## src/svd_pkg.sv

```systemverilog
// Purpose: Shared constants and types for the supply level detector control block
// Assumes: AHB-Lite register bus, 32-bit data, 100 MHz system clock
// Notes: Register byte address is four times the register index

package svd_pkg;

    // ------------------------------------------------------------------
    // Clock and start-up timing
    // ------------------------------------------------------------------
    localparam int CLK_PERIOD_NS = 10;
    // Reference start-up interval in ns
    localparam int REF_STARTUP_NS = 25000;
    // Least time, so rounded up to whole cycles
    localparam int REF_STARTUP_CYC = (REF_STARTUP_NS + CLK_PERIOD_NS - 1) / CLK_PERIOD_NS;
    localparam int CNT_W = 12;
    localparam logic [CNT_W-1:0] STARTUP_LAST = CNT_W'(REF_STARTUP_CYC - 1);

    // ------------------------------------------------------------------
    // Register indices and byte addresses
    // ------------------------------------------------------------------
    localparam logic [7:0] IDX_CTRL_STATUS = 8'h4a;
    localparam logic [7:0] IDX_LEVEL_SEL = 8'h4b;
    localparam logic [7:0] IDX_IRQ_STATUS = 8'h4c;
    localparam logic [7:0] IDX_IRQ_MASK = 8'h4d;
    localparam logic [9:0] ADDR_CTRL_STATUS = {IDX_CTRL_STATUS, 2'b00};
    localparam logic [9:0] ADDR_LEVEL_SEL = {IDX_LEVEL_SEL, 2'b00};
    localparam logic [9:0] ADDR_IRQ_STATUS = {IDX_IRQ_STATUS, 2'b00};
    localparam logic [9:0] ADDR_IRQ_MASK = {IDX_IRQ_MASK, 2'b00};

    // ------------------------------------------------------------------
    // Field positions
    // ------------------------------------------------------------------
    localparam int CS_ENABLE_BIT = 7;
    localparam int CS_OUT_BIT = 5;
    localparam int CS_READY_BIT = 4;
    localparam int CS_RISE_BIT = 1;
    localparam int CS_FALL_BIT = 0;
    localparam int LEVEL_W = 4;
    localparam int IRQ_TRIP_BIT = 0;
    localparam int IRQ_READY_BIT = 1;
    localparam int IRQ_W = 2;

    // ------------------------------------------------------------------
    // Reset values and codes
    // ------------------------------------------------------------------
    localparam logic [LEVEL_W-1:0] LEVEL_RESET = 4'h0;
    localparam logic [LEVEL_W-1:0] LEVEL_RESERVED = 4'hf;
    localparam logic [IRQ_W-1:0] IRQ_RESET = 2'h0;
    localparam logic [CNT_W-1:0] CNT_RESET = 12'h000;
    localparam logic [1:0] HTRANS_NONSEQ = 2'h2;

    // ------------------------------------------------------------------
    // Types
    // ------------------------------------------------------------------
    typedef enum logic [2:0] {
        SVD_OFF = 3'b001,
        SVD_WARMUP = 3'b010,
        SVD_READY = 3'b100
    } svd_state_e;

    typedef enum logic [2:0] {
        SVD_SEL_NONE,
        SVD_SEL_CTRL,
        SVD_SEL_LEVEL,
        SVD_SEL_IRQ_STATUS,
        SVD_SEL_IRQ_MASK
    } svd_sel_e;

    typedef struct packed {
        svd_state_e state;
        logic [CNT_W-1:0] startup_cnt;
        logic enable;
        logic rise_en;
        logic fall_en;
        logic [LEVEL_W-1:0] level;
        logic [IRQ_W-1:0] irq_status;
        logic [IRQ_W-1:0] irq_mask;
        logic wr_pend;
        svd_sel_e wr_sel;
        logic [31:0] rdata;
        logic irq;
        logic wake;
        logic to_vector;
    } svd_regs_s;

endpackage

```

## src/svd_ctrl.sv

```systemverilog
// Purpose: Control and status logic around a supply level detector comparator
// Assumes: Comparator result arrives synchronous to CLK_I; one AHB-Lite master
// Notes: Zero wait state slave; read data is captured in the address phase

`timescale 1ns/10ps
`default_nettype none

module svd_ctrl
    import svd_pkg::*;
(
    // Clock and reset
    input wire logic CLK_I,
    input wire logic RST_I,
    input wire logic POR_BOR_I,
    // AHB-Lite slave
    input wire logic HSEL,
    input wire logic [31:0] HADDR,
    input wire logic [1:0] HTRANS,
    input wire logic HWRITE,
    input wire logic [2:0] HSIZE,
    input wire logic [31:0] HWDATA,
    input wire logic HREADY,
    output logic HREADYOUT,
    output logic [31:0] HRDATA,
    output logic HRESP,
    // Analogue comparator side
    input wire logic SUPPLY_BELOW_I,
    output logic DETECT_ENABLE_O,
    output logic [LEVEL_W-1:0] LEVEL_SEL_O,
    // System power state
    input wire logic SLEEP_I,
    input wire logic GLOBAL_IE_I,
    output logic WAKE_O,
    output logic WAKE_TO_VECTOR_O,
    // Interrupt
    output logic IRQ_O
);

    // ------------------------------------------------------------------
    // Address decode
    // ------------------------------------------------------------------

    // Map a byte address onto a register select
    function automatic svd_sel_e decode_addr(input logic [31:0] addr);
        svd_sel_e sel;
        sel = SVD_SEL_NONE;
        if (addr[31:10] == 22'h000000)
        begin
            case (addr[9:0])
                ADDR_CTRL_STATUS: sel = SVD_SEL_CTRL;
                ADDR_LEVEL_SEL: sel = SVD_SEL_LEVEL;
                ADDR_IRQ_STATUS: sel = SVD_SEL_IRQ_STATUS;
                ADDR_IRQ_MASK: sel = SVD_SEL_IRQ_MASK;
                default: sel = SVD_SEL_NONE;
            endcase
        end
        return sel;
    endfunction

    // ------------------------------------------------------------------
    // State
    // ------------------------------------------------------------------
    svd_regs_s r_reg;
    svd_regs_s r_next;

    logic addr_take;
    logic wr_take;
    logic rd_take;
    svd_sel_e addr_sel;
    logic ready;
    logic trip_cond;
    logic trip_set;
    logic ready_set;
    logic [7:0] ctrl_view;

    // Bus request qualification
    assign addr_take = HSEL && HREADY && (HTRANS == HTRANS_NONSEQ);
    assign wr_take = addr_take && HWRITE;
    assign rd_take = addr_take && !HWRITE;
    assign addr_sel = decode_addr(HADDR);

    // Detector ready once the start-up interval has run out
    assign ready = (r_reg.state == SVD_READY);

    // Trip condition from the enables, in every power mode
    // no mode gating
    assign trip_cond = (r_reg.rise_en && !SUPPLY_BELOW_I) ||
                       (r_reg.fall_en && SUPPLY_BELOW_I);

    assign trip_set = r_reg.enable && ready && trip_cond;

    // Ready event when start-up finishes
    assign ready_set = (r_reg.state == SVD_WARMUP) && (r_reg.startup_cnt == STARTUP_LAST);

    // Read view of the control and status register
    // comparator result
    assign ctrl_view = {r_reg.enable, 1'b0, SUPPLY_BELOW_I, ready,
                        2'b00, r_reg.rise_en, r_reg.fall_en};

    // ------------------------------------------------------------------
    // Next-state logic
    // ------------------------------------------------------------------

    // All block state computed here
    always_comb
    begin
        logic [IRQ_W-1:0] clr;
        logic [IRQ_W-1:0] set;
        clr = IRQ_RESET;
        set = IRQ_RESET;
        r_next = r_reg;

        // Data phase of a write lands in the selected register
        if (r_reg.wr_pend)
        begin
            case (r_reg.wr_sel)
                SVD_SEL_CTRL:
                begin
                    r_next.enable = HWDATA[CS_ENABLE_BIT];
                    r_next.rise_en = HWDATA[CS_RISE_BIT];
                    r_next.fall_en = HWDATA[CS_FALL_BIT];
                end
                SVD_SEL_LEVEL:
                begin
                    if (HWDATA[LEVEL_W-1:0] != LEVEL_RESERVED)
                    begin
                        r_next.level = HWDATA[LEVEL_W-1:0];
                    end
                end
                SVD_SEL_IRQ_STATUS:
                begin
                    clr = HWDATA[IRQ_W-1:0];
                end
                SVD_SEL_IRQ_MASK:
                begin
                    r_next.irq_mask = HWDATA[IRQ_W-1:0];
                end
                default:
                begin
                    r_next.irq_mask = r_reg.irq_mask;
                end
            endcase
        end

        // Address phase latched for the next cycle
        r_next.wr_pend = wr_take;
        r_next.wr_sel = addr_sel;

        // Read data captured at the address phase
        r_next.rdata = 32'h00000000;
        if (rd_take)
        begin
            case (addr_sel)
                SVD_SEL_CTRL: r_next.rdata = {24'h000000, ctrl_view};
                SVD_SEL_LEVEL: r_next.rdata = {28'h0000000, r_reg.level};
                SVD_SEL_IRQ_STATUS: r_next.rdata = {30'h00000000, r_reg.irq_status};
                SVD_SEL_IRQ_MASK: r_next.rdata = {30'h00000000, r_reg.irq_mask};
                default: r_next.rdata = 32'h00000000;
            endcase
        end

        // Reference start-up sequencing
        // fixed cycle count
        r_next.startup_cnt = CNT_RESET;
        case (r_reg.state)
            SVD_OFF:
            begin
                if (r_reg.enable)
                begin
                    r_next.state = SVD_WARMUP;
                end
            end
            SVD_WARMUP:
            begin
                r_next.startup_cnt = r_reg.startup_cnt + 12'h001;
                if (!r_reg.enable)
                begin
                    r_next.state = SVD_OFF;
                end
                else if (ready_set)
                begin
                    r_next.state = SVD_READY;
                end
            end
            SVD_READY:
            begin
                if (!r_reg.enable)
                begin
                    r_next.state = SVD_OFF;
                end
            end
            default:
            begin
                r_next.state = SVD_OFF;
            end
        endcase

        // Sticky flags, set wins over clear
        // sticky set priority
        set[IRQ_TRIP_BIT] = trip_set;
        set[IRQ_READY_BIT] = ready_set && r_reg.enable;
        r_next.irq_status = (r_reg.irq_status & ~clr) | set;

        // Level interrupt from unmasked flags
        r_next.irq = |(r_next.irq_status & r_next.irq_mask);

        // Wake from sleep on a trip, with the resume target
        // sleep wake
        r_next.wake = SLEEP_I && trip_set;
        r_next.to_vector = (SLEEP_I && trip_set) ? GLOBAL_IE_I : r_reg.to_vector;
    end

    // ------------------------------------------------------------------
    // State register
    // ------------------------------------------------------------------

    // Synchronous reset of all state except level, which resets only with POR_BOR_I
    always_ff @(posedge CLK_I)
    begin
        if (RST_I)
        begin
            r_reg.state <= SVD_OFF;
            r_reg.startup_cnt <= CNT_RESET;
            r_reg.enable <= 1'b0;
            r_reg.rise_en <= 1'b0;
            r_reg.fall_en <= 1'b0;
            r_reg.irq_status <= IRQ_RESET;
            r_reg.irq_mask <= IRQ_RESET;
            r_reg.wr_pend <= 1'b0;
            r_reg.wr_sel <= SVD_SEL_NONE;
            r_reg.rdata <= 32'h00000000;
            r_reg.irq <= 1'b0;
            r_reg.wake <= 1'b0;
            r_reg.to_vector <= 1'b0;
            if (POR_BOR_I)
            begin
                r_reg.level <= LEVEL_RESET;
            end
        end
        else
        begin
            r_reg <= r_next;
        end
    end

    // ------------------------------------------------------------------
    // Outputs
    // ------------------------------------------------------------------

    // Outputs taken straight from flip-flops or tied to constants
    assign HREADYOUT = 1'b1;
    assign HRESP = 1'b0;
    assign HRDATA = r_reg.rdata;
    assign DETECT_ENABLE_O = r_reg.enable;
    assign LEVEL_SEL_O = r_reg.level;
    assign WAKE_O = r_reg.wake;
    assign WAKE_TO_VECTOR_O = r_reg.to_vector;
    assign IRQ_O = r_reg.irq;

endmodule

`default_nettype wire

```

## config.mk

```make
export PLATFORM = sky130hd
export DESIGN_NAME = svd_ctrl
export DESIGN_NICKNAME = d
export VERILOG_FILES = /design/src/svd_pkg.sv /design/src/svd_ctrl.sv
export SDC_FILE = /design/constraint.sdc
export NUM_CORES = 1
export LEC_CHECK = 0
export BUFFER_PORTS_ARGS = -buffer_cell sky130_fd_sc_hd__clkbuf_2
export CAP_MARGIN = 20
export CORE_MARGIN = 2
export CORE_UTILIZATION = 47
export CTS_CLUSTER_SIZE = 28
export DETAILED_ROUTE_END_ITERATION = 6
export GPL_TIMING_DRIVEN = 1
export PLACE_DENSITY = 0.87
export SLEW_MARGIN = 5
export SYNTH_ARGS = -nofsm -noshare
export SYNTH_HDL_FRONTEND = slang
export SYNTH_SLANG_ARGS = --single-unit
```

## constraint.sdc

```tcl
create_clock -name CLK_I -period 2.94 [get_ports CLK_I]
set_clock_uncertainty 0.15 [all_clocks]
set_input_delay 0.588 -clock CLK_I [delete_from_list [all_inputs] [get_ports CLK_I]]
set_output_delay 0.588 -clock CLK_I [all_outputs]
set_load 0.02 [all_outputs]
```

Word-level counts from Yosys, hierarchy flattened
Cells that the tools add are included.
{"block": "totals", "mem_bits_rw": 0, "n_memories": 0, "elab_cells": 86, "latchBits": 0, "input_bits": 78, "reg_bits": 65, "output_inout_bits": 42, "mem_bits_ro": 0}
{"block": "op_classes", "n_lt_le_gt_ge": 0, "muxes": 19, "addsub": 1, "div_mod_pow": 0, "bitwise_logic": 6, "n_reduce_logical": 24, "multipliers": 0, "n_eq_ne": 22, "shifts": 0}
{"operator": "47-bit 2-to-1 mux", "count": 1}
{"operator": "10-bit by 9-bit equality test with 1-bit output, second input constant", "count": 4}
{"operator": "8-bit one-hot mux with 4 select lines", "count": 1}
{"operator": "22-bit zero test", "count": 1}
{"operator": "4-bit 2-to-1 mux", "count": 4}
{"operator": "3-bit by 2-bit equality test with 1-bit output, second input constant", "count": 5}
{"operator": "3-bit 2-to-1 mux", "count": 5}
{"operator": "12-bit by 1-bit adder with 12-bit output, second input constant", "count": 1}
{"operator": "12-bit equality test, second input constant", "count": 1}
{"operator": "3-bit one-hot mux with 4 select lines", "count": 1}
{"operator": "1-bit logical AND", "count": 11}
{"operator": "3-bit by 1-bit equality test with 1-bit output, second input constant", "count": 3}
{"operator": "3-bit equality test, second input constant", "count": 3}
{"operator": "3-bit one-hot mux with 3 select lines", "count": 1}
{"operator": "2-bit 2-to-1 mux", "count": 4}
{"operator": "8-bit 2-to-1 mux", "count": 1}
{"operator": "2-bit nonzero test", "count": 3}
{"operator": "2-bit OR reduction", "count": 3}
{"operator": "2-bit AND", "count": 2}
{"operator": "2-bit != test, second input constant", "count": 2}
{"operator": "4-bit != test, second input constant", "count": 1}
{"operator": "4-bit AND reduction", "count": 1}
{"operator": "3-bit != test, second input constant", "count": 1}
{"operator": "3-bit AND reduction", "count": 1}
{"operator": "other kinds (9)", "count": 11}

Logic depth before layout (Yosys ltp)
Gate-level depths: netlist (run 1).
{"block": "depth", "ltp_word": 9, "ltp_mapped": 6, "depth_no_buf": 5}

Least setup slack after synthesis (run 1)
No wires, ideal clock.
{"block": "synth_path", "kind": "input to register", "startpoint": "in HADDR[15]", "endpoint": "reg r_reg, in the netlist HRDATA[5]", "t_required_ns": 2.698, "setup_time_ns": 0.092, "setup_slack_ns": 1.033, "arrival_ns": 1.665, "path_buffers": 1, "cell_stages": 5, "cell_sequence": "nor4_1 nand4_1 or3_1 buf_2 nor4_1"}
{"block": "synth_between", "elab_chain_cells": 4, "word_cells_on_any_way": 7, "classes_between": "eq/ne (4); mux (2); reduce/logical (1)"}
{"element": "start: declaration", "line_no": "svd_ctrl.sv:17", "rtl": "input wire logic [31:0] HADDR,"}
{"element": "22-bit zero test *", "line_no": "svd_ctrl.sv:47", "rtl": "if (addr[31:10] == 22'h000000)"}
{"element": "3-bit 2-to-1 mux *", "line_no": "svd_ctrl.sv:47"}
{"element": "3-bit equality test, or another cell as far along", "line_no": "svd_ctrl.sv:153", "rtl": "case (addr_sel)"}
{"element": "8-bit one-hot mux with 4 select lines *", "line_no": "svd_ctrl.sv:153"}
{"element": "end signal: assignment", "line_no": "svd_ctrl.sv:242", "rtl": "r_reg <= r_next;"}
{"element": "end: declaration", "line_no": "svd_ctrl.sv:63", "rtl": "svd_regs_s r_reg;"}
Every way passes the cells marked *; elsewhere a longest branch is shown, timed or not.
A chain may end at the register's enable or synchronous reset.

Final worst setup path (run 1)
{"block": "layout_path", "startpoint": "in RST_I", "endpoint": "reg r_reg, in the netlist HRDATA[7]"}
{"block": "layout_between", "elab_chain_cells": 1}
{"element": "start: declaration", "line_no": "svd_ctrl.sv:13", "rtl": "input wire logic RST_I,"}
{"element": "2-bit OR reduction (no source line)"}
No other way between the ends.

==> results of run 1 <==
[metal layers]
layer  wire [um]  part of all wire  track usage
met1        1660              0.41        0.194
met5           0                 0            0
met4          49             0.012       0.0784
met2        2050              0.51        0.309
met3         290             0.072       0.0422
[cells by family after synthesis]
kind of cell / synth area share
mux: 0.0199
compound gates: 0.0789
simple gates: 0.268
other cells: 0.00373
xor+xnor: 0.0435
fa+ha+maj: 0.00621
flops: 0.417
buf+inv: 0.163
[cell usage after synthesis, types with 6 or more instances]
cell type / n
a21oi_1: 8
nand2_1: 12
nor4_1: 8
xor2_1: 9
nand3_1: 7
nand4_1: 8
buf_4: 38
nor2b_1: 8
dfxtp_1: 36
o21ai_0: 6
nor2_1: 22
nor3_1: 6
nand2b_1: 7
[cell type report]
cell class              instances  area share
flip-flops and latches         40       0.371
clock buffers                   8      0.0442
multi-input cells             164       0.415
well taps                      50      0.0276
repair buffers                 62       0.137
inverters                       3     0.00497
[placed cells by master (no fill, tap or decap), drive strengths merged, types with 3 or more instances in the layout]
cell	instances
nor3	6
mux2i	4
nor4	8
o21ai	6
nor2b	8
nand2b	7
and2	3
conb	27
dfxtp	36
edfxtp	4
inv	3
nand3	7
a21oi	8
nor2	22
xor2	9
clkbuf	70
nand2	12
nand4	8
and3	3
[report_power, final]
group / leakage [nW] / switching [mW] / internal, mW
logic: 0.605 / 0.0638 / 0.0340
clock network: 0.0515 / 0.180 / 0.214
registers: 0.325 / 0.00220 / 0.555
total: 0.982 / 0.246 / 0.803
[through the flow]
| stage | area (um2) | hold slack (ns) |
|---|---|---|
| floorplan | 2110 | 0.263 |
| global placement | 2160 | 0.280 |
| detailed placement | 2160 | 0.292 |
| CTS | 2260 | 0.307 |
| global route | 2260 | 0.331 |
| finish | 2260 | 0.300 |
[worst min path at each step]
| stage | to |
|---|---|
| after floorplan | r_reg[50] |
| after global placement | r_reg[50] |
| after detailed placement | r_reg[50] |
| after CTS | r_reg[50] |
| after global routing | r_reg[50] |
| final | r_reg[50] |
==> run summary, run 1 <==
Nets -> 355
DRT antenna net count -> 0
CTS sink count -> 40
Ys Warns -> 0
Antenna violations before repair -> 0
Drt via density -> 5.10
Num rows -> 23
Slowest CP cell -> or3_1
Critical path class -> input port to register
Worst EP arrival -> 1.99 ns
DR iter-0 viols -> 68
H-Tree Depth -> 2
CTS resizes -> 0
CP Capture Type -> register
Die Wd -> 69.5 um
Post-synth EDFFs -> 4
Area growth, synth to finish -> 12.4%
R2r startpoint -> r_reg[50]
Worst setup path start -> RST_I
Synthesized flop and latch total -> 40
Setup Buffers After CTS -> 0
I/O pin count -> 120
WHS Path Cells -> 1
Final core utilization -> 0.558
Vias in the first global route -> 1617
Gate Count Post-Synth -> 226
Status -> finished clean
Syn Area/Cell -> 8.91 um2
Slew Viols, Final -> 0
Final setup margin -> 1.00 ns
Worst min-delay path category -> register to register
Die span in y -> 69.5 um
Max-cap check violation count -> 0
Yosys top cell area share -> 0.358
Post-Syn Area -> 2010 um2
First-pass GRT wire length -> 6820 um
CP required -> 2.99 ns
Area occupied by multi-input gates -> 940 um2
TNS Setup -> 0 ns
Via count -> 1668
Tot GR Track Use -> 0.173
Hold buffers post-CTS -> 0
Reg area -> 841 um2
Pin count of the biggest net entering global routing -> 18
Pre-CTS setup slack -> 0.693 ns
Drt drc -> 0
CTS buffer count -> 5
Fraction of layout cells with a size suffix above 1 -> 0.253
Critical path fanouts, max -> 17
Antenna fix cells -> 0
Worst Min Path Start -> r_reg[50]
RR Endpoint -> IRQ_O
CP delay by family, top -> simple AND/OR/NAND/NOR gates
Asr flop ratio synth -> 0
Cell variety after synth -> 40
Synth area leaders -> dfxtp_1 36%, buf_4 14%, edfxtp_1 6.0%, nor2_1 4.1%, xor2_1 3.9%
WL final -> 4050 um
Fin cells -> 327
DP Cell Count -> 319
Startpoint Class -> input port
HPWL after DPL -> 3190 um
1st-pass router iterations -> 4
Pwr Total -> 1.05 mW
Bufs on Longest Clock Path -> 2
Worst skew pair latency -> 0.29 ns
Fin. Hold Viols -> 0
Die area -> 4830 um2
Slew Limit Headroom -> 0.588
Pwr Density -> 463 nW/um2
Critical path capture point -> HRDATA[7]
Worst path cell trace -> clkbuf_2 > and4bb_1 > nand2_1 > or3_1 > nor4_1
Post-synthesis sequential area ratio -> 0.417
Stages on the worst setup path -> 5
Final Setup Violations -> 0
VDD IR max -> 0.283 mV
Initial core utilization -> 0.496
Number of port buffers -> 62
Tmin final -> 1.94 ns
Root buf cell -> clkbuf_8
Fmax -> 515 MHz
Placer Congestion -> 0.797
Core area -> 4060 um2
Avg WL per Cell -> 12.4 um
Leading area contributor after synthesis -> dfxtp_1
Max incr delay on CP -> 0.43 ns
Total gr overflow -> 0
Max reg flops -> 23
Final Cycle Share -> 0.660
CTS tree -> done
Critical path buffers and inverters -> 1
RSZ-0062 raised after global routing -> no
Clock-pin slew on the worst setup and hold paths -> 0.08 ns
Worst R2R Path Depth -> 5
Filler cells -> 362
Reg2reg setup slack -> 1.14 ns
Leakage -> 0.982 nW
Top FF cell, synth -> dfxtp_1
Tightest Pin Transition -> 0.612 ns
Note: power is estimated with default switching activity, not from simulation.
==> run 2, diff against run 1 <==
--- a/config.mk
+++ b/config.mk
@@ -8,11 +8,11 @@
 export BUFFER_PORTS_ARGS = -buffer_cell sky130_fd_sc_hd__clkbuf_2
 export CAP_MARGIN = 20
 export CORE_MARGIN = 2
-export CORE_UTILIZATION = 47
+export CORE_UTILIZATION = 39
 export CTS_CLUSTER_SIZE = 28
 export DETAILED_ROUTE_END_ITERATION = 6
 export GPL_TIMING_DRIVEN = 1
-export PLACE_DENSITY = 0.87
+export PLACE_DENSITY = 0.77
 export SLEW_MARGIN = 5
 export SYNTH_ARGS = -nofsm -noshare
 export SYNTH_HDL_FRONTEND = slang
==> constraint.sdc (replaced) <==
create_clock -name CLK_I -period 1.6 [get_ports CLK_I]
set_clock_uncertainty 0.15 [all_clocks]
set_input_delay 0.32 -clock CLK_I [delete_from_list [all_inputs] [get_ports CLK_I]]
set_output_delay 0.32 -clock CLK_I [all_outputs]
set_load 0.02 [all_outputs]
==> run 2 against run 1 <==
Compared with the run above: clock power grew 130%; combinational power up 100%; via count increased by 1.4%; non-clock buffer count rose by 15; first-iteration DRC count is 21% higher; sequential share of layout area is 3.8 points lower; worst hold slack worse by 0.19 ns; setup slack worse by 0.92 ns; global-route usage fell by 3.6 points; total power is 100% higher; cell count is 11% higher; critical path type is now register to register; critical endpoint is now r_reg[61].
==> run summary, run 2 (synthesized netlist as in run 1, its figures left out) <==
Clock-pin slew on the worst setup and hold paths -> 0.07 ns (was 0.08 ns)
CP required -> 1.62 ns (was 2.99 ns)
Critical path fanouts, max -> 6 (was 17)
Finished Cell Area -> 2530 um2 (was 2260 um2)
Root buf cell -> clkbuf_8 (unchanged)
DR iter-0 viols -> 82 (was 68)
Worst skew pair latency -> 0.29 ns (about the same)
Max incr delay on CP -> 0.40 ns (was 0.43 ns)
Slew Viols, Final -> 0 (unchanged)
Fraction of layout cells with a size suffix above 1 -> 0.336 (was 0.253)
Initial core utilization -> 0.400 (was 0.496)
Hold WS -> 0.113 ns (was 0.300 ns)
1st-pass router iterations -> 4 (unchanged)
Grt peak-use layer -> met2 (unchanged)
Bufs on Longest Clock Path -> 2 (unchanged)
Max-cap check violation count -> 0 (unchanged)
Final core utilization -> 0.501 (was 0.558)
Die span in y -> 75.9 um (was 69.5 um)
CTS sink count -> 40 (unchanged)
CTS buffer count -> 5 (unchanged)
Hold buffers post-CTS -> 0 (unchanged)
VDD IR max -> 0.386 mV (was 0.283 mV)
TNS Setup -> 0 ns (unchanged)
First-pass GRT wire length -> 5950 um (was 6820 um)
Startpoint Class -> register (was input port)
DRT antenna net count -> 0 (unchanged)
GR Layer Usage met3 -> 0.0450 (was 0.0422)
H-Tree Depth -> 2 (unchanged)
Fmax -> 660 MHz
HPWL after DPL -> 3150 um (was 3190 um)
I/O pin count -> 120 (unchanged)
Via count -> 1691 (was 1668)
Drt via density -> 4.67 (was 5.10)
Area growth, synth to finish -> 25.5% (was 12.4%)
Cell Area, Placed -> 2340 um2 (was 2160 um2)
Final Cycle Share -> 0.947
Die area -> 5760 um2 (was 4830 um2)
Avg WL per Cell -> 11.7 um (was 12.4 um)
Drt drc -> 0 (unchanged)
Most common cell after layout, fill and taps aside -> clkbuf_2 (unchanged)
Worst min-delay path category -> input port to register (was register to register)
Met1 GRT Util -> 0.174 (was 0.194)
Met2 Usage GRT -> 0.216 (was 0.309)
Final Setup Violations -> 0 (unchanged)
Worst path cell trace -> buf_4 > and4_1 > nand4_1 > xor2_1 > nor2_1 (was clkbuf_2 > and4bb_1 > nand2_1 > or3_1 > nor4_1)
Nets -> 370 (was 355)
Critical path class -> register to register (was input port to register)
Worst EP arrival -> 1.54 ns (was 1.99 ns)
Pwr Density -> 837 nW/um2 (was 463 nW/um2)
Antenna fix cells -> 0 (unchanged)
Tot GR Track Use -> 0.137 (was 0.173)
DP Cell Count -> 354 (was 319)
Antenna violations before repair -> 0 (unchanged)
Slowest CP cell -> dfxtp_1 (was or3_1)
Setup Buffers After CTS -> 0 (unchanged)
Most frequent cells in the layout -> 62 x clkbuf_2, 35 x dfxtp_1, 27 x conb_1 (was 62 x clkbuf_2, 36 x dfxtp_1, 27 x conb_1)
CP Capture Type -> register (unchanged)
Pin count of the biggest net entering global routing -> 17 (was 18)
Vias in the first global route -> 1363 (was 1617)
Num rows -> 26 (was 23)
Placer Congestion -> 0.815 (was 0.797)
Core area -> 5040 um2 (was 4060 um2)
Die Wd -> 75.9 um (was 69.5 um)
Status -> finished clean (unchanged)
Total gr overflow -> 0 (unchanged)
Number of port buffers -> 62 (unchanged)
Fin cells -> 362 (was 327)
Max reg flops -> 23 (unchanged)
Fin. Hold Viols -> 0 (unchanged)
Tmin final -> 1.52 ns
WL final -> 4220 um (was 4050 um)
Leakage -> 1.07 nW (was 0.982 nW)
CTS tree -> done (unchanged)
-- run 2: per-stage QoR --
stage | total power [mW] | worst slack [ns]
6_report | 2.12 | 0.0841
5_1_grt | 2.20 | -0.0260
3_5_place_dp | 1.24 | -0.289
4_1_cts | 2.12 | 0.00605
2_1_floorplan | 1.21 | -0.0384
3_3_place_gp | 1.24 | -0.257
-- run 2: worst max-delay path: cells and delay by family (launching register included) --
kind / cells / cell delay (ns)
buffers and inverters: 1 / 0.17
flip-flops: 1 / 0.40
AND/OR/NAND/NOR: 3 / 0.50
XOR/XNOR: 1 / 0.18
-- run 2: final timing paths --
check        startpoint   endpoint  slack [ns]  cells after the start
max           r_reg[52]  r_reg[61]        0.08                      5
min              HREADY  r_reg[38]        0.11                      2
min reg2reg   r_reg[64]  r_reg[63]        0.33                      1
max reg2reg   r_reg[52]  r_reg[61]        0.08                      5
-- run 2: repair_timing --
item	in CTS	in global routing
setup endpoints to repair	3	7
resized for setup	2	9
pin swaps	0	1
-- run 2: routing by layer --
| layer | part of all wire | routed length [um] |
|---|---|---|
| met4 | 0.013 | 55 |
| met1 | 0.44 | 1850 |
| met2 | 0.50 | 2110 |
| met5 | 0 | 0 |
| met3 | 0.049 | 207 |
-- run 2: layout make-up --
cell class	instances	area [um2]
Sequential cell	40	842
Clock buffer	7	96.3
Clock inverter	1	30.0
Timing Repair Buffer	77	423
Tap cell	70	87.6
Multi-Input combinational cell	164	1040
Inverter	3	11.3
Fill cell	470	2510
-- run 2: power breakdown --
group          internal, mW  switching [mW]  total (mW)
Combinational        0.0720           0.127       0.199
Clock                 0.550           0.343       0.893
Sequential             1.02         0.00417        1.02
Total                  1.64           0.474        2.12
==> run 3, diff against run 2 <==
--- a/config.mk
+++ b/config.mk
@@ -13,7 +13,9 @@
 export DETAILED_ROUTE_END_ITERATION = 6
 export GPL_TIMING_DRIVEN = 1
 export PLACE_DENSITY = 0.77
+export REMOVE_ABC_BUFFERS = 1
 export SLEW_MARGIN = 5
 export SYNTH_ARGS = -nofsm -noshare
 export SYNTH_HDL_FRONTEND = slang
 export SYNTH_SLANG_ARGS = --single-unit
+export TNS_END_PERCENT = 5
==> run 3 against run 2 <==
Compared with the run above: critical path depth fell by 1; sequential cell count did not move; register-to-register slack barely moved; worst hold slack barely moved; combinational power fell by 3%; cell area fell by 3.6%; maximum frequency fell by 0.70%; routed wire length fell by 0.76%; setup slack got worse by 0.011 ns; critical path type unchanged; critical endpoint is now WAKE_TO_VECTOR_O; highest routed layer unchanged.
==> run summary, run 3 (synthesized netlist as in run 1, its figures left out) <==
Status -> finished clean (unchanged)
Most common cell after layout, fill and taps aside -> clkbuf_2 (unchanged)
Initial core utilization -> 0.400 (unchanged)
Critical path class -> register to register (unchanged)
Die Wd -> 75.9 um (unchanged)
Tot GR Track Use -> 0.141 (was 0.137)
Finished Cell Area -> 2440 um2 (was 2530 um2)
Tmin final -> 1.53 ns (was 1.52 ns)
Num rows -> 26 (unchanged)
RSZ-0062 raised after global routing -> no
Pwr Total -> 1.89 mW (was 2.12 mW)
Cell Area, Placed -> 2300 um2 (was 2340 um2)
Clock-pin slew on the worst setup and hold paths -> 0.07 ns (about the same)
Met2 Usage GRT -> 0.218 (was 0.216)
Critical path buffers and inverters -> 0 (was 1)
Slowest CP cell -> or4_1 (was dfxtp_1)
Hold buffers post-CTS -> 0 (unchanged)
Number of port buffers -> 62 (unchanged)
Fraction of layout cells with a size suffix above 1 -> 0.315 (was 0.336)
Drt via density -> 4.64 (was 4.67)
HPWL after DPL -> 3300 um (was 3150 um)
DRT antenna net count -> 0 (unchanged)
CP Capture Type -> register (unchanged)
Final Setup Violations -> 0 (unchanged)
Drt drc -> 0 (unchanged)
H-Tree Depth -> 2 (unchanged)
Leakage -> 1.05 nW (was 1.07 nW)
Hold WS -> 0.113 ns (about the same)
Antenna violations before repair -> 0 (unchanged)
Fin. Hold Viols -> 0 (unchanged)
I/O pin count -> 120 (unchanged)
Die span in y -> 75.9 um (unchanged)
Final Cycle Share -> 0.954 (was 0.947)
Max-cap check violation count -> 0 (unchanged)
First-pass GRT wire length -> 6020 um (was 5950 um)
Vias in the first global route -> 1372 (was 1363)
DR iter-0 viols -> 69 (was 82)
Setup Buffers After CTS -> 0 (unchanged)
CP required -> 1.63 ns (was 1.62 ns)
Startpoint Class -> register (unchanged)
Nets -> 370 (unchanged)
Worst skew pair latency -> 0.29 ns (about the same)
Root buf cell -> clkbuf_8 (unchanged)
Avg WL per Cell -> 11.6 um (was 11.7 um)
VDD IR max -> 0.261 mV (was 0.386 mV)
Via count -> 1679 (was 1691)
Slew Viols, Final -> 0 (unchanged)
Pre-CTS setup slack -> -0.249 ns (was -0.289 ns)
CTS tree -> done (unchanged)
Area growth, synth to finish -> 21.1% (was 25.5%)
1st-pass router iterations -> 4 (unchanged)
Worst min-delay path category -> input port to register (unchanged)
Worst EP arrival -> 1.56 ns (was 1.54 ns)
Antenna fix cells -> 0 (unchanged)
Met1 GRT Util -> 0.181 (was 0.174)
Die area -> 5760 um2 (unchanged)
CTS sink count -> 40 (unchanged)
Pin count of the biggest net entering global routing -> 17 (unchanged)
Core area -> 5040 um2 (unchanged)
Placer Congestion -> 0.844 (was 0.815)
Pwr Density -> 777 nW/um2 (was 837 nW/um2)
Final setup margin -> 0.0735 ns (was 0.0841 ns)
Fmax -> 655 MHz (was 660 MHz)
Max incr delay on CP -> 0.56 ns (was 0.40 ns)
CP delay by family, top -> simple AND/OR/NAND/NOR gates (unchanged)
GR Layer Usage met3 -> 0.0384 (was 0.0450)
Most frequent cells in the layout -> 62 x clkbuf_2, 35 x dfxtp_1, 27 x conb_1 (unchanged)
TNS Setup -> 0 ns (unchanged)
Bufs on Longest Clock Path -> 2 (unchanged)
Worst path cell trace -> nand2b_1 > or4_1 > mux2i_1 > nor2_1 (was buf_4 > and4_1 > nand4_1 > xor2_1 > nor2_1)
Critical path fanouts, max -> 4 (was 6)
CTS buffer count -> 5 (unchanged)
Max reg flops -> 23 (unchanged)
WL final -> 4190 um (was 4220 um)
Grt peak-use layer -> met2 (unchanged)
Filler cells -> 484 (was 470)
Total gr overflow -> 0 (unchanged)
==> run 3: timing repair <==
item                       CTS  global route
hold endpoints to repair     0             0
pin swaps                    0             2
setup endpoints to repair    2             4
resized for setup            1             9
==> run 3: worst register-to-register path: stages, from the launching register on <==
cell and delay (ns):
dfxtp_1 0.33, nand2b_1 0.16, or4_1 0.56, mux2i_1 0.17
nor2_1 0.05
==> run 3: layout make-up <==
cell class | count | area [um2] | share of cell area
inverter | 3 | 11.3 | 0.00462
multi-input combinational | 164 | 985 | 0.404
timing repair buffer | 77 | 423 | 0.173
tap | 70 | 87.6 | 0.0359
clock buffer | 8 | 90.1 | 0.0369
sequential | 40 | 842 | 0.345
==> run 3: metal layers <==
metal	wire length (um)	vias up
met5	0	-
met4	73	0
met3	258	5
met2	1980	54
met1	1880	762
li1	-	858
==> run 3: worst paths after layout <==
kind	to	from	cells past startpoint	slack, ns
min	DETECT_ENABLE_O	HWDATA[7]	3	0.11
min reg2reg	r_reg[63]	r_reg[64]	1	0.34
max	WAKE_TO_VECTOR_O	r_reg[63]	4	0.07
max reg2reg	WAKE_TO_VECTOR_O	r_reg[63]	4	0.07
==> run 3: per-stage QoR <==
step	utilization	cells
floorplan	-	207
global placement	0.457	354
detailed placement	0.457	354
CTS	0.474	362
global route	0.484	362
finish	0.484	362
==> run 3: power by group <==
part           total [mW]  leakage [nW]  internal, mW  switching (mW)
logic               0.193         0.683        0.0710           0.122
registers            1.02         0.325          1.02         0.00417
clock network       0.679        0.0455         0.352           0.327
total                1.89          1.05          1.44           0.453
